<file path="config.mk">
export PLATFORM = sky130hd
export DESIGN_NAME = radiation_sensor_modbus_slave
export DESIGN_NICKNAME = d
export VERILOG_FILES = /design/src/core/modbus_pkg.sv /design/src/core/frame_buffer.sv /design/src/core/radiation_sensor_modbus_slave.sv
export SDC_FILE = /design/constraint.sdc
export NUM_CORES = 1
export LEC_CHECK = 0
export ABC_AREA = 1
export BUFFER_PORTS_ARGS = -buffer_cell sky130_fd_sc_hd__buf_4
export CAP_MARGIN = 10
export CORE_UTILIZATION = 61
export DETAILED_ROUTE_END_ITERATION = 10
export PLACE_DENSITY_LB_ADDON = 0.12
export SLEW_MARGIN = 20
export SYNTH_ARGS = -nofsm -noshare
export SYNTH_HDL_FRONTEND = slang
export SYNTH_HIERARCHICAL = 1
export SYNTH_SLANG_ARGS = --single-unit
</file>
<file path="constraint.sdc">
create_clock -name i_core_clk -period 4.58 [get_ports i_core_clk]
set_input_delay 0.458 -clock i_core_clk [delete_from_list [all_inputs] [get_ports i_core_clk]]
set_output_delay 0.458 -clock i_core_clk [all_outputs]
set_load 0.005 [all_outputs]
</file>
<file path="src/core/modbus_pkg.sv">
// Operation
// - request carries station id, function, start register, count; act only on own id or wildcard id 0
// - read of one register answers id, 03, byte count 02, data msb first, crc
// - register zero returns the radiation reading in W/m2 unscaled
// - write to 0x0100 replaces station id; later frames match the new id
// - successful write is answered by echoing the request byte for byte
// - write to 0x0101 sets line-rate code; code 2 selects 19200 baud
// - every frame ends in crc16 over preceding bytes; check before acting
// - line-rate codes 0..5 decode to 4800,9600,19200,38400,57600,115200 baud
// - station ids 1..254 valid; id 0 accepted as wildcard
// - coefficient is high*256 plus low, in units of 0.01
package modbus_pkg;

  localparam logic [7:0] FUNC_READ = 8'h03;
  localparam logic [7:0] FUNC_WRITE = 8'h06;
  localparam logic [7:0] BYTE_COUNT_ONE = 8'h02;
  localparam logic [15:0] READ_COUNT_ONE = 16'h0001;

  localparam logic [15:0] REG_READING = 16'h0000;
  localparam logic [15:0] REG_STATION = 16'h0100;
  localparam logic [15:0] REG_RATE = 16'h0101;
  localparam logic [15:0] REG_COEF_HI = 16'h0108;
  localparam logic [15:0] REG_COEF_LO = 16'h0109;

  localparam logic [7:0] ID_WILDCARD = 8'h00;
  localparam logic [7:0] ID_MIN = 8'h01;
  localparam logic [7:0] ID_MAX = 8'hfe;
  localparam logic [2:0] RATE_CODE_MAX = 3'h5;

  localparam logic [7:0] STATION_RST = 8'h01;
  localparam logic [2:0] RATE_RST = 3'h1;
  localparam logic [15:0] COEF_HI_RST = 16'h0000;
  localparam logic [15:0] COEF_LO_RST = 16'h0064;

  localparam logic [15:0] CRC_INIT = 16'hffff;
  localparam logic [15:0] CRC_POLY = 16'ha001;
  localparam logic [15:0] CRC_GOOD = 16'h0000;

  localparam logic [2:0] POS_ID = 3'h0;
  localparam logic [2:0] POS_FUNC = 3'h1;
  localparam logic [2:0] POS_ADDR_HI = 3'h2;
  localparam logic [2:0] POS_ADDR_LO = 3'h3;
  localparam logic [2:0] POS_VAL_HI = 3'h4;
  localparam logic [2:0] POS_VAL_LO = 3'h5;
  localparam logic [2:0] POS_CRC_HI = 3'h6;
  localparam logic [2:0] POS_LAST = 3'h7;
  localparam logic [2:0] FRAME_ADDR_W = 3'h3;

  localparam logic [16:0] BAUD_4800 = 17'd4800;
  localparam logic [16:0] BAUD_9600 = 17'd9600;
  localparam logic [16:0] BAUD_19200 = 17'd19200;
  localparam logic [16:0] BAUD_38400 = 17'd38400;
  localparam logic [16:0] BAUD_57600 = 17'd57600;
  localparam logic [16:0] BAUD_115200 = 17'd115200;

  typedef enum logic [2:0]
  {
    ST_RECV = 3'b000,
    ST_EXEC = 3'b001,
    ST_FETCH = 3'b010,
    ST_LOAD = 3'b011,
    ST_SEND = 3'b100,
    ST_DROP = 3'b101
  } state_t;

  function automatic logic [15:0] crc16_step(input logic [15:0] crc, input logic [7:0] data);
    logic [15:0] c;
    c = crc ^ {8'h00, data};
    for (int i = 0; i < 8; i++)
    begin
      c = c[0] ? ((c >> 1) ^ CRC_POLY) : (c >> 1);
    end
    return c;
  endfunction : crc16_step

  function automatic logic [16:0] baud_of(input logic [2:0] code);
    logic [16:0] b;
    case (code)
      3'h0: b = BAUD_4800;
      3'h1: b = BAUD_9600;
      3'h2: b = BAUD_19200;
      3'h3: b = BAUD_38400;
      3'h4: b = BAUD_57600;
      default: b = BAUD_115200;
    endcase
    return b;
  endfunction : baud_of

endpackage : modbus_pkg

</file>
<file path="src/core/frame_buffer.sv">
module frame_buffer
(
  input wire logic i_core_clk,
  input wire logic i_rst_n,
  input wire logic i_wr_en,
  input wire logic [2:0] i_wr_addr,
  input wire logic [7:0] i_wr_data,
  input wire logic [2:0] i_rd_addr,
  output logic [7:0] o_rd_data
);
  import modbus_pkg::*;

  logic [7:0] mem [0:7];
  logic [7:0] rd_data_r;
  logic [7:0] rd_data_nxt;

  always_ff @(posedge i_core_clk)
  begin
    if (i_wr_en)
    begin
      mem[i_wr_addr] <= i_wr_data;
    end
  end

  always_comb
  begin
    rd_data_nxt = mem[i_rd_addr];
  end

  always_ff @(posedge i_core_clk or negedge i_rst_n)
  begin
    if (!i_rst_n)
    begin
      rd_data_r <= 8'h00;
    end
    else
    begin
      rd_data_r <= rd_data_nxt;
    end
  end

  assign o_rd_data = rd_data_r;

endmodule : frame_buffer

</file>
<file path="src/core/radiation_sensor_modbus_slave.sv">
module radiation_sensor_modbus_slave
(
  input wire logic i_core_clk,
  input wire logic i_rst_n,
  input wire logic i_rx_valid,
  input wire logic [7:0] i_rx_data,
  input wire logic i_rx_gap,
  input wire logic i_tx_ready,
  input wire logic [15:0] i_reading,
  output logic o_tx_valid,
  output logic [7:0] o_tx_data,
  output logic [7:0] o_station_id,
  output logic [2:0] o_line_rate_code,
  output logic [16:0] o_baud_rate,
  output logic [23:0] o_coefficient
);
  import modbus_pkg::*;

  modbus_pkg::state_t state_r, state_nxt;
  logic [2:0] rx_cnt_r, rx_cnt_nxt;
  logic [15:0] crc_r, crc_nxt;
  logic [7:0] rx_id_r, rx_id_nxt;
  logic [7:0] rx_func_r, rx_func_nxt;
  logic [15:0] rx_addr_r, rx_addr_nxt;
  logic [15:0] rx_val_r, rx_val_nxt;
  logic echo_r, echo_nxt;
  logic [2:0] idx_r, idx_nxt;
  logic [15:0] rd_word_r, rd_word_nxt;
  logic tx_valid_r, tx_valid_nxt;
  logic [7:0] tx_data_r, tx_data_nxt;
  logic [7:0] station_r, station_nxt;
  logic [2:0] rate_r, rate_nxt;
  logic [15:0] coef_hi_r, coef_hi_nxt;
  logic [15:0] coef_lo_r, coef_lo_nxt;
  logic [16:0] baud_r, baud_nxt;
  logic [23:0] coef_r, coef_nxt;
  logic mem_we;
  logic [7:0] mem_rdata;
  logic id_ok;
  logic rd_mapped;
  logic wr_ok;
  logic [15:0] rd_sel;
  logic [7:0] out_byte;
  logic [2:0] last_idx;

  frame_buffer u_frame_buffer
  (
    .i_core_clk(i_core_clk),
    .i_rst_n(i_rst_n),
    .i_wr_en(mem_we),
    .i_wr_addr(rx_cnt_r),
    .i_wr_data(i_rx_data),
    .i_rd_addr(idx_r),
    .o_rd_data(mem_rdata)
  );

  // request bytes kept for echo
  assign mem_we = (state_r == ST_RECV) && i_rx_valid;

  always_comb
  begin
    state_nxt = state_r;
    rx_cnt_nxt = rx_cnt_r;
    crc_nxt = crc_r;
    rx_id_nxt = rx_id_r;
    rx_func_nxt = rx_func_r;
    rx_addr_nxt = rx_addr_r;
    rx_val_nxt = rx_val_r;
    echo_nxt = echo_r;
    idx_nxt = idx_r;
    rd_word_nxt = rd_word_r;
    tx_valid_nxt = tx_valid_r;
    tx_data_nxt = tx_data_r;
    station_nxt = station_r;
    rate_nxt = rate_r;
    coef_hi_nxt = coef_hi_r;
    coef_lo_nxt = coef_lo_r;
    id_ok = (rx_id_r == station_r) || (rx_id_r == ID_WILDCARD);
    rd_mapped = 1'b1;
    wr_ok = 1'b0;
    rd_sel = 16'h0000;
    out_byte = 8'h00;
    last_idx = echo_r ? POS_LAST : POS_CRC_HI;
    case (rx_addr_r)
      REG_READING: rd_sel = i_reading;
      REG_STATION: rd_sel = {8'h00, station_r};
      REG_RATE: rd_sel = {13'h0000, rate_r};
      REG_COEF_HI: rd_sel = coef_hi_r;
      REG_COEF_LO: rd_sel = coef_lo_r;
      default: rd_mapped = 1'b0;
    endcase
    case (idx_r)
      POS_ID: out_byte = station_r;
      POS_FUNC: out_byte = FUNC_READ;
      POS_ADDR_HI: out_byte = BYTE_COUNT_ONE;
      POS_ADDR_LO: out_byte = rd_word_r[15:8];
      POS_VAL_HI: out_byte = rd_word_r[7:0];
      POS_VAL_LO: out_byte = crc_r[7:0];
      default: out_byte = crc_r[15:8];
    endcase
    case (state_r)
      ST_RECV:
      begin
        if (i_rx_gap)
        begin
          rx_cnt_nxt = POS_ID;
          crc_nxt = CRC_INIT;
        end
        else if (i_rx_valid)
        begin
          crc_nxt = crc16_step(crc_r, i_rx_data);
          rx_cnt_nxt = rx_cnt_r + 3'h1;
          case (rx_cnt_r)
            POS_ID: rx_id_nxt = i_rx_data;
            POS_FUNC: rx_func_nxt = i_rx_data;
            POS_ADDR_HI: rx_addr_nxt = {i_rx_data, rx_addr_r[7:0]};
            POS_ADDR_LO: rx_addr_nxt = {rx_addr_r[15:8], i_rx_data};
            POS_VAL_HI: rx_val_nxt = {i_rx_data, rx_val_r[7:0]};
            POS_VAL_LO: rx_val_nxt = {rx_val_r[15:8], i_rx_data};
            default: rx_val_nxt = rx_val_r;
          endcase
          if (rx_cnt_r == POS_LAST)
          begin
            state_nxt = ST_EXEC;
          end
        end
      end
      ST_EXEC:
      begin
        idx_nxt = POS_ID;
        state_nxt = ST_DROP;
        if ((crc_r == CRC_GOOD) && id_ok)
        begin
          if ((rx_func_r == FUNC_READ) && (rx_val_r == READ_COUNT_ONE) && rd_mapped)
          begin
            rd_word_nxt = rd_sel;
            echo_nxt = 1'b0;
            crc_nxt = CRC_INIT;
            state_nxt = ST_FETCH;
          end
          else if (rx_func_r == FUNC_WRITE)
          begin
            case (rx_addr_r)
              REG_STATION:
              begin
                if ((rx_val_r >= {8'h00, ID_MIN}) && (rx_val_r <= {8'h00, ID_MAX}))
                begin
                  station_nxt = rx_val_r[7:0];
                  wr_ok = 1'b1;
                end
              end
              REG_RATE:
              begin
                if (rx_val_r <= {13'h0000, RATE_CODE_MAX})
                begin
                  rate_nxt = rx_val_r[2:0];
                  wr_ok = 1'b1;
                end
              end
              REG_COEF_HI:
              begin
                coef_hi_nxt = rx_val_r;
                wr_ok = 1'b1;
              end
              REG_COEF_LO:
              begin
                coef_lo_nxt = rx_val_r;
                wr_ok = 1'b1;
              end
              default: wr_ok = 1'b0;
            endcase
            if (wr_ok)
            begin
              echo_nxt = 1'b1;
              state_nxt = ST_FETCH;
            end
          end
        end
      end
      ST_FETCH:
      begin
        state_nxt = ST_LOAD;
      end
      ST_LOAD:
      begin
        tx_data_nxt = echo_r ? mem_rdata : out_byte;
        tx_valid_nxt = 1'b1;
        if (!echo_r && (idx_r < POS_VAL_LO))
        begin
          crc_nxt = crc16_step(crc_r, out_byte);
        end
        state_nxt = ST_SEND;
      end
      ST_SEND:
      begin
        if (i_tx_ready)
        begin
          tx_valid_nxt = 1'b0;
          if (idx_r == last_idx)
          begin
            rx_cnt_nxt = POS_ID;
            crc_nxt = CRC_INIT;
            state_nxt = ST_RECV;
          end
          else
          begin
            idx_nxt = idx_r + 3'h1;
            state_nxt = ST_FETCH;
          end
        end
      end
      ST_DROP:
      begin
        if (i_rx_gap)
        begin
          rx_cnt_nxt = POS_ID;
          crc_nxt = CRC_INIT;
          state_nxt = ST_RECV;
        end
      end
      default:
      begin
        state_nxt = ST_DROP;
      end
    endcase
    baud_nxt = baud_of(rate_nxt);
    coef_nxt = {coef_hi_nxt, 8'h00} + {8'h00, coef_lo_nxt};
  end

  always_ff @(posedge i_core_clk or negedge i_rst_n)
  begin
    if (!i_rst_n)
    begin
      state_r <= ST_RECV;
      rx_cnt_r <= POS_ID;
      crc_r <= CRC_INIT;
      rx_id_r <= 8'h00;
      rx_func_r <= 8'h00;
      rx_addr_r <= 16'h0000;
      rx_val_r <= 16'h0000;
      echo_r <= 1'b0;
      idx_r <= POS_ID;
      rd_word_r <= 16'h0000;
      tx_valid_r <= 1'b0;
      tx_data_r <= 8'h00;
      station_r <= STATION_RST;
      rate_r <= RATE_RST;
      coef_hi_r <= COEF_HI_RST;
      coef_lo_r <= COEF_LO_RST;
      baud_r <= BAUD_9600;
      coef_r <= {COEF_HI_RST, 8'h00} + {8'h00, COEF_LO_RST};
    end
    else
    begin
      state_r <= state_nxt;
      rx_cnt_r <= rx_cnt_nxt;
      crc_r <= crc_nxt;
      rx_id_r <= rx_id_nxt;
      rx_func_r <= rx_func_nxt;
      rx_addr_r <= rx_addr_nxt;
      rx_val_r <= rx_val_nxt;
      echo_r <= echo_nxt;
      idx_r <= idx_nxt;
      rd_word_r <= rd_word_nxt;
      tx_valid_r <= tx_valid_nxt;
      tx_data_r <= tx_data_nxt;
      station_r <= station_nxt;
      rate_r <= rate_nxt;
      coef_hi_r <= coef_hi_nxt;
      coef_lo_r <= coef_lo_nxt;
      baud_r <= baud_nxt;
      coef_r <= coef_nxt;
    end
  end

  assign o_tx_valid = tx_valid_r;
  assign o_tx_data = tx_data_r;
  assign o_station_id = station_r;
  assign o_line_rate_code = rate_r;
  assign o_baud_rate = baud_r;
  assign o_coefficient = coef_r;

endmodule : radiation_sensor_modbus_slave

</file>
# Word level (Yosys, flattened, before mapping)
# Memory sizes are Yosys's and may differ from the RTL's. A register that Yosys moved wholly into a read port is not among the register bits.
# Index checks and enable logic that the tools add are counted.
# totals
reg_bits,183
ramBits,64
output_inout_bits,61
elab_cells,212
mem_count,1
# classes
n_addsub,3
order_cmp,4
eq_ne,40
muxes,82
n_bitwise,24
reduce_logical,38
# mem_list
memory,depth,width,read_ports,rd_ports_with_merged_regs,write_ports,line_no,text
u_frame_buffer.mem,8,8,1,1,1,frame_buffer.sv:13,logic [7:0] mem [0:7];
# op_table
operator,n
$mux W16,34
$pmux W16 S5,2
$pmux W17 S5,1
$eq A16 B9 Y1 const B,4
$pmux W16 S2,2
$mux W3,21
$not A2 Y3,16
$pmux W8 S6,1
$logic_not A16 Y1,2
$xor A16 B8 Y16,2
$reduce_and A5 Y1,6
$add A24 B16 Y24,1
$eq A3 B2 Y1 const B,8
$eq A3 B3 Y1 const B,8
$ne A2 B2 Y1 const B,9
$pmux W3 S6,1
$eq A16 B1 Y1 const B,1
$ge A16 B1 Y1 const B,1
$le A16 B3 Y1 const B,1
$le A16 B8 Y1 const B,1
$mux W1,14
$eq A3 B1 Y1 const B,4
$logic_not A3 Y1,4
$reduce_and A4 Y1,3
28 further kinds,44

# Logic depth before layout (Yosys ltp)
# Gate-level depths: netlist of the first run.
# depth
ltp_word,21
mapped_depth,28
mapped_depth_nobuf,27

# Cells and area by module
# The synthesis of the first run kept the hierarchy.
# by_module_without_submodules
module,instances,cells_each,area_per_inst_um2
radiation_sensor_modbus_slave,1,1142,9112.5
frame_buffer,1,303,3090.5

# Worst setup path after synthesis of the first run
# No wires, ideal clock.
# synth_path
kind,register to register
from,reg rx_addr_r[11]
to,"reg coef_r[23], in the netlist o_coefficient[23]"
setup_time_ps,117
t_arrival_ps,3523
required_ps,4463
setup_slack_ps,940
stages_incl_launch_ff,27
path_buffers,1
synth_period_minus_slack_ps,3640
path_cell_list,dfrtp_1 -> or2_4 -> nor4_4 -> nand2_2 -> inv_2 -> nor2_1 -> nand4_2 -> nand2_2 -> nand2_2 -> nor2_1 -> nand2_1 -> buf_2 -> o21ai_0 -> ha_1 -> a21oi_1 -> inv_1 -> a31oi_1 -> o21ai_0 -> nand3_1 -> nand2_1 -> a21oi_1 -> nor2_1 -> nand2_1 -> nor2_2 -> nand3_1 -> nand2_1 -> nand2_1
# synth_via
elab_chain_len,8
# synth_rtl
item,line_no,text
start: declaration,radiation_sensor_modbus_slave.sv:24,"logic [15:0] rx_addr_r, rx_addr_nxt;"
start signal: assignment,radiation_sensor_modbus_slave.sv:260,rx_addr_r <= rx_addr_nxt;
$eq A16 B9 Y1 (tied with other cells),radiation_sensor_modbus_slave.sv:84,case (rx_addr_r)
$reduce_or A5 Y1 (no line),n/a,
$mux W1,radiation_sensor_modbus_slave.sv:84,
$logic_and A1 B1 Y1,radiation_sensor_modbus_slave.sv:134,if ((rx_func_r == FUNC_READ) && (rx_val_r == READ_COUNT_ONE) && rd_mapped)
$mux W16 (*),radiation_sensor_modbus_slave.sv:134,
$mux W16 (*),radiation_sensor_modbus_slave.sv:132,if ((crc_r == CRC_GOOD) && id_ok)
$mux W16 (*),radiation_sensor_modbus_slave.sv:101,case (state_r)
named net coef_lo_nxt[10],radiation_sensor_modbus_slave.sv:34,"logic [15:0] coef_lo_r, coef_lo_nxt;"
$add A24 B16 Y24 (*),radiation_sensor_modbus_slave.sv:227,"coef_nxt = {coef_hi_nxt, 8'h00} + {8'h00, coef_lo_nxt};"
named net coef_nxt[23],radiation_sensor_modbus_slave.sv:36,"logic [23:0] coef_r, coef_nxt;"
end signal: assignment,radiation_sensor_modbus_slave.sv:251,"coef_r <= {COEF_HI_RST, 8'h00} + {8'h00, COEF_LO_RST};"
end signal: assignment,radiation_sensor_modbus_slave.sv:272,coef_r <= coef_nxt;
end: declaration,radiation_sensor_modbus_slave.sv:36,
# Mark *: on every way through the listed nets, which the timed path passes. The rest lies on a longest branch.
# A chain may end at the register's enable or synchronous reset.

# Worst setup path after layout of the first run
# layout_path
from,reg rx_addr_r[11]
to,"reg coef_r[21], in the netlist o_coefficient[21]"
# The elaborated chain is that of the path after synthesis.

==> results of run 1 <==
-- metrics by stage --
| stage | worst slack (ns) | total power, uW | hold WS [ns] |
|---|---|---|---|
| after global routing | 0.00990 | 7540 | 0.116 |
| after CTS | 0.267 | 7120 | 0.0915 |
| final | 0.426 | 7130 | -0.0275 |
| after detailed placement | 0.271 | 5010 | 0.441 |
| after global placement | 0.359 | 4960 | 0.443 |
| after floorplan | 0.940 | 4390 | 0.162 |
-- repair_timing --
| item | CTS | global route |
|---|---|---|
| endpoints found under the setup margin | 0 | 5 |
| hold endpoints to repair | 0 | 0 |
| gates resized for setup | 0 | 3 |
-- flip-flops by register name, indices dropped and copies added, names as in the netlist, 3 cells and up --
signal and cells:
idx_r 3, o_line_rate_code 3, rx_addr_r 16, u_frame_buffer/o_rd_data 8
u_frame_buffer/mem 64, rd_word_r 16, rx_id_r 8, rx_val_r 16
o_baud_rate 11, crc_r 16, o_coefficient 24, o_tx_data 8
state_r 3, rx_func_r 8, coef_hi_r 16, rx_cnt_r 3
o_station_id 8, coef_lo_r 8
-- layout by cell type, fill, tap and decap left out, drive strengths merged, types with 3 or more instances in the layout --
cell type and instances:
nor4 11, o31ai 3, dfrtp 152, a2bb2oi 4
conb 6, edfxtp 64, or2 4, xnor2 17
ha 19, nor3 14, clkbuf 30, o211ai 10
o21ai 137, mux2 7, xor2 14, nor2 83
a221oi 4, buf 92, a21oi 45, nand3b 4
nand2 448, nand4 18, dfstp 25, inv 207
clkinv 11, bufinv 3, a31oi 7, nand3 84
-- logic make-up after synthesis --
| family | count (synthesis) |
|---|---|
| xor gates and xnor gates | 31 |
| AOI/OAI and AO/OA | 222 |
| DFF | 241 |
| muxes | 8 |
| adders and majority gates | 20 |
| buffers and inverters | 256 |
| and+or+nand+nor | 666 |
| other | 1 |
-- power by group --
group	internal, uW	total, uW	switching (uW)
Clock	1240	2110	873
Sequential	2490	2680	191
Combinational	742	2340	1600
Total	4470	7130	2660
-- worst max path at each step --
stage	startpoint	slack, ns	cells after the start	to
after floorplan	rx_addr_r[11]$_DFFE_PN0P_	0.94	26	o_coefficient[23]$_DFF_PN0_
after global placement	crc_r[8]$_DFFE_PN1P_	0.36	23	o_coefficient[21]$_DFF_PN0_
after detailed placement	crc_r[8]$_DFFE_PN1P_	0.27	23	o_coefficient[21]$_DFF_PN0_
after CTS	rx_addr_r[11]$_DFFE_PN0P_	0.27	23	o_coefficient[21]$_DFF_PN0_
after global routing	rx_addr_r[11]$_DFFE_PN0P_	0.01	25	o_coefficient[21]$_DFF_PN0_
final	rx_addr_r[11]$_DFFE_PN0P_	0.43	23	o_coefficient[21]$_DFF_PN0_
-- final cells by class --
class                   instances  area (um^2)  share of cell area
inverters                     207          779              0.0565
flip-flops and latches        241         6380               0.463
multi-input cells             953         4740               0.344
clock buffers                  30          684              0.0496
well taps                     265          332              0.0240
repair buffers                 92          707              0.0512
clock inverters                16          171              0.0124
-- per-layer routing --
layer	routed length (um)	up-vias	GRT usage
met4	1190	0	0.124
met1	13100	4697	0.421
met3	2420	79	0.0590
met2	15900	438	0.563
li1	-	4805	-
met5	0	-	0
==> insert_results.sql, run 1 <==
INSERT INTO impl_metrics (metric_group, metric, value, unit) VALUES
('critical_path', 'critical_path.n_buffers_inverters', '1', ''),
('placed_design', 'detailedPlacementHpwl', '23.5', 'mm'),
('floorplanning', 'die_height', '143', 'um'),
('cells_and_area', 'final_nets', '1569', ''),
('placed_design', 'port_buffers', '83', ''),
('run_status', 'status', 'finished with violations', ''),
('cts', 'tritoncts_clock_tree', 'yes', ''),
('sta', 'hold_viol_final', '11', ''),
('detailed_routing', 'route.detailed.drc', '0', ''),
('cts', 'cts_max_level', '1', ''),
('logic_synthesis', 'netlist_top_cells_area', 'sky130_fd_sc_hd__dfrtp_1, sky130_fd_sc_hd__edfxtp_1, sky130_fd_sc_hd__nand2_1', ''),
('sta', 'worstMarginPinSlew', '1.04', 'ns'),
('logic_synthesis', 'synthAdderAreaFrac', '0.0211', ''),
('run_status', 'violations', 'negative hold slack', ''),
('global_routing', 'first_global_vias', '9592', ''),
('critical_path', 'rr_endpoint', 'o_coefficient[21]$_DFF_PN0_', ''),
('logic_synthesis', 'yosys_register_bits', '241', ''),
('cells_and_area', 'final_cell_count_no_fill', '1804', ''),
('critical_path', 'worst_r2r_path_depth', '23', ''),
('sta', 'setup_total_negative_slack', '0', 'ns'),
('cts', 'postCtsSetupBuffers', '0', ''),
('sta', 'fmaxAchievable', '0.241', 'GHz'),
('hold_path', 'hold_path_class', 'in2async', ''),
('logic_synthesis', 'ys_warn_count', '6', ''),
('detailed_routing', 'drt-wirelength-per-cell', '18.1', 'um'),
('logic_synthesis', 'synth-edff-count', '64', ''),
('logic_synthesis', 'synthArstFlopShare', '0.734', ''),
('detailed_routing', 'routed_vias', '10019', ''),
('cells_and_area', 'synthToLayoutAreaGrowth', '13.1', '%'),
('placed_design', 'placed_inst_area', '12900', 'um^2'),
('sta', 'timing.final.crit_share', '0.907', ''),
('critical_path', 'cp_cell_sequence', 'or2_4 -> nor4_4 -> nand2_1 -> nand4_2 -> nand2_2 -> nand2_2 -> nor2_1 -> nand2_2 -> o21ai_0 -> ha_1 -> a21oi_1 -> inv_1 -> a31oi_1 -> o21ai_0 -> nand3_1 -> nand2_1 -> a21oi_1 -> nor2_1 -> nand2_1 -> nor2_2 -> nand3_1 -> nand2_1 -> nand2_1', ''),
('cells_and_area', 'final_design_area_no_fill', '13800', 'um^2'),
('floorplanning', 'placement_row_count', '51', ''),
('critical_path', 'crit_path_max_fanout', '19', ''),
('logic_synthesis', 'netlist_area', '12200', 'um^2'),
('sta', 'finalSetupViolations', '0', ''),
('critical_path', 'worst_setup_path_end_kind', 'register', ''),
('detailed_routing', 'routed_wirelength', '32.6', 'mm'),
('logic_synthesis', 'synth_most_common_cell', 'sky130_fd_sc_hd__nand2_1', ''),
('critical_path', 'timing.critical_path.slowest_stage_cell', 'sky130_fd_sc_hd__nor4_4', ''),
('global_routing', 'maximum_number_of_pins_on_one_net_before_global_route_repair', '103', ''),
('sta', 'whs', '-0.0275', 'ns'),
('critical_path', 'worst-endpoint-arrival', '4.58', 'ns'),
('cts', 'cts-root-buf', 'sky130_fd_sc_hd__clkbuf_16', ''),
('detailed_routing', 'antenna_left', '0', ''),
('critical_path', 'worst_setup_path_start_kind', 'register', ''),
('detailed_routing', 'drt-vias-per-instance', '5.55', ''),
('logic_synthesis', 'netlist_top_cells_count', 'sky130_fd_sc_hd__nand2_1, sky130_fd_sc_hd__inv_1, sky130_fd_sc_hd__dfrtp_1', ''),
('critical_path', 'crit_path_max_incr_delay', '0.41', 'ns'),
('cts', 'clk-insertion-delay-late', '0.54', 'ns'),
('sta', 'final_period_minus_worst_setup_slack', '4.15', 'ns'),
('placed_design', 'gp_congestion', '1.01', ''),
('detailed_routing', 'drt_first_pass_iters', '5', ''),
('floorplanning', 'die-area', '20600', 'um^2'),
('logic_synthesis', 'synth_top_area_cell', 'sky130_fd_sc_hd__dfrtp_1', ''),
('global_routing', 'globalRouteOverflowTotal', '0', ''),
('floorplanning', 'die-width', '143', 'um'),
('global_routing', 'grt_usage', '0.330', ''),
('pwr', 'power_density', '517', 'nW/um^2'),
('critical_path', 'timing.critical_path.mode_cell', 'sky130_fd_sc_hd__nand2_1', ''),
('cts', 'clk_pin_slew_worst_paths', '0.07', 'ns'),
('cells_and_area', 'antenna_cells_inserted', '0', ''),
('logic_synthesis', 'synthCells', '1445', ''),
('flow_run', 'max_cap_viol_count', '0', ''),
('cells_and_area', 'layout.core_utilization', '0.707', ''),
('logic_synthesis', 'synth_compound_area_frac', '0.103', ''),
('cts', 'cts-buffers-inserted', '25', ''),
('global_routing', 'global_route_wire_length_before_repair', '51.2', 'mm'),
('floorplanning', 'io-pin-count', '90', ''),
('logic_synthesis', 'synth.area.mux_share', '0.00728', '');
Note: power is estimated with default switching activity, not from simulation.
==> inputs of run 2 (changes only) <==
Settings changed: CTS_CLUSTER_DIAMETER from default to 30, SYNTH_HIERARCHICAL 1 to default.
==> insert_results.sql, run 2 <==
INSERT INTO impl_metrics (metric_group, metric, value, unit) VALUES
('detailed_routing', 'drt-wirelength-per-cell', '18.9', 'um'),
('cts', 'clk_pin_slew_worst_paths', '0.05', 'ns'),
('floorplanning', 'die_height', '142', 'um'),
('placed_design', 'place.detailed.instances', '1660', ''),
('critical_path', 'worst-endpoint-arrival', '4.40', 'ns'),
('sta', 'clock_skew', '0.0153', 'ns'),
('global_routing', 'grt_usage', '0.341', ''),
('critical_path', 'critPathKind', 'reg2reg', ''),
('detailed_routing', 'detailroute.wirelength.met2', '14.7', 'mm'),
('detailed_routing', 'met1Wirelength', '14.0', 'mm'),
('placed_design', 'detailedPlacementHpwl', '23.0', 'mm'),
('logic_synthesis', 'synth_most_common_cell', 'sky130_fd_sc_hd__nand2_1', ''),
('detailed_routing', 'drt_first_pass_iters', '5', ''),
('global_routing', 'antenna_found_initial', '0', ''),
('flow_run', 'max_cap_viol_count', '0', ''),
('placed_design', 'port_buffers', '83', ''),
('sta', 'setup_total_negative_slack', '0', 'ns'),
('floorplanning', 'initial_utilization', '0.630', ''),
('cts', 'cts_hold_buf', '0', ''),
('detailed_routing', 'antenna_left', '0', ''),
('logic_synthesis', 'post_synth_num_cell_types', '59', ''),
('cells_and_area', 'reg_with_most_ffs', 'u_frame_buffer.mem', ''),
('sta', 'whs', '-0.0108', 'ns'),
('logic_synthesis', 'synth_top_area_cell', 'sky130_fd_sc_hd__dfrtp_1', ''),
('sta', 'worstMarginPinSlew', '0.891', 'ns'),
('placed_design', 'gp_congestion', '0.983', ''),
('cells_and_area', 'final_nets', '1494', ''),
('floorplanning', 'placement_row_count', '50', ''),
('cells_and_area', 'antenna_cells_inserted', '0', ''),
('cells_and_area', 'synthToLayoutAreaGrowth', '19.3', '%'),
('detailed_routing', 'route.met3.wl', '3.15', 'mm'),
('logic_synthesis', 'synthArstFlopShare', '0.734', ''),
('detailed_routing', 'detail_route.iter0.violations', '1019', ''),
('detailed_routing', 'top_layer', 'met4', ''),
('floorplanning', 'die-area', '20100', 'um^2'),
('floorplanning', 'coreArea', '19000', 'um^2'),
('cts', 'resized_gates_after_cts', '0', ''),
('critical_path', 'cp.required', '5.00', 'ns'),
('critical_path', 'crit_path_max_fanout', '14', ''),
('logic_synthesis', 'netlist_top_cells_count', 'sky130_fd_sc_hd__nand2_1, sky130_fd_sc_hd__dfrtp_1, sky130_fd_sc_hd__o21ai_0', ''),
('logic_synthesis', 'yosys.area.top_type_share', '0.318', ''),
('run_status', 'violations', 'negative hold slack', ''),
('cells_and_area', 'commonest_cells_after_routing_fill_and_taps_aside', 'sky130_fd_sc_hd__nand2_1, sky130_fd_sc_hd__dfrtp_1, sky130_fd_sc_hd__o21ai_0', ''),
('pwr', 'worst_ir_drop_vdd', '409', 'uV'),
('global_routing', 'first_global_vias', '9648', ''),
('detailed_routing', 'drt-vias-per-instance', '5.86', ''),
('cells_and_area', 'final_cell_count_no_fill', '1739', ''),
('global_routing', 'global_route_wire_length_before_repair', '52.1', 'mm'),
('cells_and_area', 'max_reg_flops', '64', ''),
('cells_and_area', 'nFillCells', '1383', ''),
('cells_and_area', 'final_common_cell', 'sky130_fd_sc_hd__nand2_1', ''),
('pwr', 'power_density', '581', 'nW/um^2'),
('sta', 'rsz0062_at_grt', 'false', ''),
('global_routing', 'globalRouteOverflowTotal', '0', ''),
('cts', 'cts-buffers-inserted', '43', ''),
('logic_synthesis', 'ys_warn_count', '0', ''),
('sta', 'timing_max_transition_violations_final', '0', ''),
('cts', 'cts_num_sinks', '241', ''),
('cells_and_area', 'post_route_cells_drive_above_1_share', '0.167', ''),
('cts', 'cts-root-buf', 'sky130_fd_sc_hd__clkbuf_16', ''),
('floorplanning', 'die-width', '142', 'um'),
('cts', 'tritoncts_clock_tree', 'yes', ''),
('logic_synthesis', 'synthCells', '1355', ''),
('global_routing', 'maximum_number_of_pins_on_one_net_before_global_route_repair', '88', ''),
('logic_synthesis', 'synth_seq_area_share', '0.534', ''),
('critical_path', 'worst_r2r_path_depth', '23', ''),
('logic_synthesis', 'synth.avg_cell_area', '8.82', 'um^2'),
('detailed_routing', 'routed_vias', '10182', ''),
('sta', 'hold_viol_final', '8', ''),
('sta', 'worst_path_setup_slack_after_routing', '0.609', 'ns'),
('pwr', 'power.leakage', '0.00669', 'uW'),
('critical_path', 'worst_setup_path_start_kind', 'register', ''),
('floorplanning', 'io-pin-count', '90', ''),
('cts', 'postCtsSetupBuffers', '0', ''),
('run_status', 'status', 'finished with violations', ''),
('sta', 'timing.final.crit_share', '0.867', ''),
('cts', 'cts_max_level', '2', ''),
('cells_and_area', 'layout.core_utilization', '0.752', ''),
('hold_path', 'hold_path_class', 'in2async', ''),
('sta', 'finalSetupViolations', '0', ''),
('logic_synthesis', 'netlist_top_cells_area', 'sky130_fd_sc_hd__dfrtp_1, sky130_fd_sc_hd__edfxtp_1, sky130_fd_sc_hd__nand2_1', ''),
('logic_synthesis', 'synth-edff-count', '64', ''),
('cts', 'clk-insertion-delay-late', '0.54', 'ns'),
('detailed_routing', 'route.detailed.drc', '0', ''),
('logic_synthesis', 'netlist_area', '11900', 'um^2'),
('cts', 'max-clock-path-buffers', '3', ''),
('detailed_routing', 'routed_wirelength', '32.9', 'mm'),
('sta', 'final_period_minus_worst_setup_slack', '3.97', 'ns'),
('logic_synthesis', 'yosys_register_bits', '241', ''),
('sta', 'fmaxAchievable', '0.252', 'GHz'),
('logic_synthesis', 'top_flip_flop_cell_by_instance_count_after_synthesis', 'sky130_fd_sc_hd__dfrtp_1', ''),
('placed_design', 'place_worst_setup_slack', '0.699', 'ns'),
('critical_path', 'worst_setup_path_end_kind', 'register', ''),
('sta', 'slew_headroom', '0.402', '');
[run 2: worst paths after layout]
path	from	to	slack [ns]
min in group i_core_clk	i_reading[4]	rd_word_r[4]$_DFFE_PN0P_	0.22
max reg2reg	state_r[0]$_DFFE_PN0P_	o_coefficient[23]$_DFF_PN0_	0.61
max in group asynchronous	i_rst_n	coef_hi_r[6]$_DFF_PN0_	3.38
min	i_rst_n	o_baud_rate[9]$_DFF_PN0_	-0.01
max	state_r[0]$_DFFE_PN0P_	o_coefficient[23]$_DFF_PN0_	0.61
min reg2reg	u_frame_buffer.o_rd_data[2]$_DFF_PN0_	o_tx_data[2]$_DFFE_PN0P_	0.46
[run 2: routing by layer]
layer | global-route usage | vias up
li1 | - | 4739
met1 | 0.483 | 4836
met2 | 0.509 | 512
met3 | 0.0811 | 95
met4 | 0.136 | 0
met5 | 0 | -
[run 2: logic make-up after synthesis]
family | count (synthesis) | share of synthesized area
adders and majority gates | 20 | 0.0216
other | 1 | 0.000314
DFF | 241 | 0.534
AOI/OAI and AO/OA | 291 | 0.144
muxes | 2 | 0.00188
and+or+nand+nor | 580 | 0.209
xor gates and xnor gates | 32 | 0.0235
buffers and inverters | 188 | 0.0651
[run 2: stage by stage]
step | area (um^2) | hold slack [ns] | power, uW
floorplan | 12000 | 0.162 | 4230
global placement | 12700 | 0.446 | 4900
detailed placement | 12700 | 0.453 | 4930
CTS | 14200 | 0.0288 | 8240
global route | 14200 | 0.0609 | 8670
finish | 14200 | -0.0108 | 8280
[run 2: area by class of cell]
type / count / area (um^2) / area share
multi-input combinational: 931 / 4810 / 0.337
timing repair buffer: 92 / 694 / 0.0487
tap: 260 / 325 / 0.0228
sequential: 241 / 6380 / 0.448
clock inverter: 21 / 318 / 0.0223
inverter: 136 / 510 / 0.0358
clock buffer: 58 / 1210 / 0.0851
[run 2: worst max-delay path, stage by stage (launching register included)]
cell,delay [ns]
sky130_fd_sc_hd__dfrtp_1,0.42
sky130_fd_sc_hd__inv_2,0.05
sky130_fd_sc_hd__nor2_1,0.18
sky130_fd_sc_hd__inv_2,0.10
sky130_fd_sc_hd__nor2_1,0.10
sky130_fd_sc_hd__buf_4,0.20
sky130_fd_sc_hd__inv_2,0.13
sky130_fd_sc_hd__nor3_4,0.31
sky130_fd_sc_hd__nand2_1,0.33
sky130_fd_sc_hd__nor2_1,0.18
sky130_fd_sc_hd__a21oi_1,0.08
sky130_fd_sc_hd__ha_1,0.37
sky130_fd_sc_hd__a21oi_1,0.08
sky130_fd_sc_hd__inv_1,0.05
sky130_fd_sc_hd__a31oi_1,0.05
sky130_fd_sc_hd__o21ai_0,0.31
sky130_fd_sc_hd__nand3_1,0.12
sky130_fd_sc_hd__nand2_1,0.11
sky130_fd_sc_hd__a21o_1,0.14
sky130_fd_sc_hd__nand3_1,0.09
sky130_fd_sc_hd__nor2_2,0.23
sky130_fd_sc_hd__nand3_1,0.11
sky130_fd_sc_hd__nand2_1,0.07
sky130_fd_sc_hd__nand2_1,0.05
[run 2: report_power, final]
part           total (uW)  switching (uW)  leakage [uW]  internal, uW
sequential           2720             208       0.00278          2510
combinational        2260            1580       0.00318           686
clock                3300            1090      0.000737          2210
==> inputs of run 3 (changes only) <==
Settings changed: ABC_AREA 1 to default, CORE_UTILIZATION 61 to 60.
==> insert_results.sql, run 3 <==
INSERT INTO impl_metrics (metric_group, metric, value, unit) VALUES
('run_status', 'status', 'finished, final reports clean', ''),
('detailed_routing', 'drt-wirelength-per-cell', '21.9', 'um'),
('sta', 'final_period_minus_worst_setup_slack', '4.17', 'ns'),
('logic_synthesis', 'netlist_top_cells_area', 'sky130_fd_sc_hd__dfrtp_1, sky130_fd_sc_hd__edfxtp_1, sky130_fd_sc_hd__mux2_2', ''),
('logic_synthesis', 'ys_warn_count', '0', ''),
('logic_synthesis', 'synth_most_common_cell', 'sky130_fd_sc_hd__dfrtp_1', ''),
('pwr', 'netSwitchingPower', '2530', 'uW'),
('global_routing', 'grt_usage', '0.302', ''),
('logic_synthesis', 'post_synth_num_cell_types', '83', ''),
('critical_path', 'worstSetupPathDepth', '17', ''),
('cts', 'tritoncts_clock_tree', 'yes', ''),
('critical_path', 'worst-endpoint-arrival', '4.57', 'ns'),
('critical_path', 'critical-path-top-delay-family', 'simple AND/OR/NAND/NOR gates', ''),
('placed_design', 'gp_congestion', '0.905', ''),
('floorplanning', 'die_height', '141', 'um'),
('sta', 'fmaxAchievable', '0.240', 'GHz'),
('critical_path', 'crit_path_max_incr_delay', '0.51', 'ns'),
('logic_synthesis', 'top_flip_flop_cell_by_instance_count_after_synthesis', 'sky130_fd_sc_hd__dfrtp_1', ''),
('cts', 'cts-buffers-inserted', '46', ''),
('sta', 'clock_skew', '0.0232', 'ns'),
('cells_and_area', 'antenna_cells_inserted', '0', ''),
('detailed_routing', 'drt_first_pass_iters', '5', ''),
('detailed_routing', 'drt-vias-per-instance', '6.12', ''),
('global_routing', 'first_global_vias', '7979', ''),
('sta', 'finalSetupViolations', '0', ''),
('logic_synthesis', 'netlist_top_cells_count', 'sky130_fd_sc_hd__dfrtp_1, sky130_fd_sc_hd__nand2_1, sky130_fd_sc_hd__mux2_2', ''),
('floorplanning', 'die-area', '19800', 'um^2'),
('sta', 'timing.final.crit_share', '0.910', ''),
('floorplanning', 'die-width', '141', 'um'),
('logic_synthesis', 'synth_top_area_cell', 'sky130_fd_sc_hd__dfrtp_1', ''),
('flow_run', 'max_cap_viol_count', '0', ''),
('cts', 'cts_num_sinks', '241', ''),
('critical_path', 'setup.reg_to_reg.worst_slack', '0.41', 'ns'),
('hold_path', 'hold_path_class', 'in2async', ''),
('global_routing', 'global_route_wire_length_before_repair', '45.1', 'mm'),
('cells_and_area', 'synthToLayoutAreaGrowth', '20.1', '%'),
('cells_and_area', 'reg_with_most_ffs', 'u_frame_buffer.mem', ''),
('sta', 'rsz0062_at_grt', 'false', ''),
('sta', 'worstMarginPinSlew', '0.993', 'ns'),
('pwr', 'share_clk_of_total_power', '0.398', ''),
('sta', 'whs', '0.0609', 'ns'),
('critical_path', 'worst_r2r_path_depth', '17', ''),
('critical_path', 'timing.critical_path.mode_cell', 'sky130_fd_sc_hd__a21oi_1', ''),
('critical_path', 'crit_path_max_fanout', '7', ''),
('global_routing', 'globalRouteOverflowTotal', '0', ''),
('floorplanning', 'placement_row_count', '50', ''),
('sta', 'slew_headroom', '0.338', ''),
('global_routing', 'antenna_found_initial', '0', ''),
('detailed_routing', 'detail_route.iter0.violations', '733', ''),
('pwr', 'worst_ir_drop_vdd', '443', 'uV'),
('floorplanning', 'coreArea', '18800', 'um^2'),
('placed_design', 'detailedPlacementHpwl', '19.1', 'mm'),
('pwr', 'power_frac_comb', '0.257', ''),
('critical_path', 'worst_setup_path_end_kind', 'register', ''),
('critical_path', 'timing.critical_path.slowest_stage_cell', 'sky130_fd_sc_hd__or3_1', ''),
('global_routing', 'maximum_number_of_pins_on_one_net_before_global_route_repair', '107', ''),
('logic_synthesis', 'netlist_area', '11500', 'um^2'),
('pwr', 'share_seq_of_total_power', '0.346', ''),
('cts', 'cts-root-buf', 'sky130_fd_sc_hd__clkbuf_16', ''),
('critical_path', 'critPathKind', 'reg2reg', ''),
('floorplanning', 'initial_utilization', '0.615', ''),
('logic_synthesis', 'synth.avg_cell_area', '12.4', 'um^2'),
('cts', 'max-clock-path-buffers', '3', ''),
('cells_and_area', 'post_route_cells_drive_above_1_share', '0.308', ''),
('sta', 'hold_viol_final', '0', ''),
('pwr', 'switching_share_of_power', '0.309', ''),
('logic_synthesis', 'synthCells', '934', ''),
('cells_and_area', 'max_reg_flops', '64', ''),
('sta', 'setup_total_negative_slack', '0', 'ns'),
('floorplanning', 'io-pin-count', '90', ''),
('logic_synthesis', 'synthArstFlopShare', '0.734', ''),
('pwr', 'total_power', '8200', 'uW'),
('detailed_routing', 'antenna_left', '0', ''),
('cts', 'cts_max_level', '2', ''),
('pwr', 'p_int', '5670', 'uW'),
('pwr', 'power_density', '592', 'nW/um^2'),
('logic_synthesis', 'yosys.area.top_type_share', '0.330', ''),
('logic_synthesis', 'synth-edff-count', '64', ''),
('critical_path', 'critical_path.n_buffers_inverters', '1', ''),
('placed_design', 'port_buffers', '83', ''),
('cts', 'clk_pin_slew_worst_paths', '0.06', 'ns'),
('critical_path', 'worst_setup_path_start_kind', 'register', ''),
('sta', 'timing_max_transition_violations_final', '0', ''),
('logic_synthesis', 'synth_seq_area_share', '0.553', ''),
('detailed_routing', 'routed_wirelength', '28.5', 'mm'),
('critical_path', 'cp_cell_sequence', 'nor4_1 -> nand4_1 -> nor2_1 -> nand3b_1 -> or3_1 -> buf_4 -> nand2_1 -> nand2_1 -> fa_1 -> a21o_1 -> a21oi_1 -> o21bai_1 -> a21oi_1 -> o21bai_1 -> a21oi_2 -> a21oi_1 -> xnor2_1', ''),
('cells_and_area', 'final_nets', '1078', ''),
('cells_and_area', 'commonest_cells_after_routing_fill_and_taps_aside', 'sky130_fd_sc_hd__dfrtp_1, sky130_fd_sc_hd__nand2_1, sky130_fd_sc_hd__buf_4', ''),
('cells_and_area', 'final_common_cell', 'sky130_fd_sc_hd__dfrtp_1', ''),
('cts', 'clk-insertion-delay-late', '0.53', 'ns'),
('critical_path', 'cp.required', '4.98', 'ns'),
('detailed_routing', 'routed_vias', '7951', ''),
('logic_synthesis', 'yosys_register_bits', '241', ''),
('pwr', 'power.leakage', '0.00602', 'uW'),
('cts', 'cts_hold_buf', '0', ''),
('detailed_routing', 'route.detailed.drc', '0', '');
[run 3: power by group through the flow]
stage          Clock [uW]  Combinational (uW)  Sequential (uW)
6_report             3260                2110             2840
4_1_cts              3300                2090             2830
3_3_place_gp            0                2040             2850
5_1_grt              3400                2270             2860
3_5_place_dp            0                2060             2860
2_1_floorplan           0                1620             2750
[run 3: what timing repair did]
action	in CTS	in global routing
gates resized for setup	0	1
endpoints found under the setup margin	0	4
buffers inserted	0	1
[run 3: worst paths after layout]
kind,from,endpoint
hold / removal,i_rst_n,o_baud_rate[9]$_DFF_PN0_
max in group asynchronous,i_rst_n,coef_hi_r[0]$_DFF_PN0_
min in group i_core_clk,i_reading[8],rd_word_r[8]$_DFFE_PN0P_
hold reg to reg,o_tx_data[7]$_DFFE_PN0P_,o_tx_data[7]$_DFFE_PN0P_
setup reg to reg,rx_addr_r[13]$_DFFE_PN0P_,o_coefficient[20]$_DFF_PN0_
setup / recovery,rx_addr_r[13]$_DFFE_PN0P_,o_coefficient[20]$_DFF_PN0_
[run 3: cell type report]
class,count,area [um^2]
multi-input combinational,613,4780
sequential,241,6380
clock buffer,54,1220
tap,234,293
clock inverter,30,307
fill,1240,4910
timing repair buffer,104,785
inverter,23,86.3
[run 3: metal layers]
layer  up-vias  track usage  part of all wire
met5         -            0                 0
met4         0        0.107             0.028
met3        69       0.0479             0.072
met2       339        0.485              0.48
met1      3963        0.419              0.42
li1       3580            -                 -
[run 3: per-stage QoR]
step / worst slack, ns / cells / util / instance area (um^2)
finish: 0.413 / 1299 / 0.738 / 13900
global route: 0.0165 / 1299 / 0.738 / 13900
CTS: 0.239 / 1298 / 0.738 / 13800
detailed placement: 0.278 / 1214 / 0.656 / 12300
global placement: 0.458 / 1214 / 0.656 / 12300
floorplan: 0.453 / 939 / - / 11600
[run 3: cell families (layout without fill, tap and decap cells)]
logic type               after synthesis  count (layout)  synth area share
buffers and inverters                 85             211            0.0352
other                                  1               6          0.000325
AND/OR/NAND/NOR                      246             246             0.102
flip-flops                           241             241             0.553
XOR/XNOR                              69              69            0.0586
AO/OA/AOI/OAI                        160             160             0.102
multiplexers                         112             112             0.127
adder cells (fa/ha/maj)               20              20            0.0223
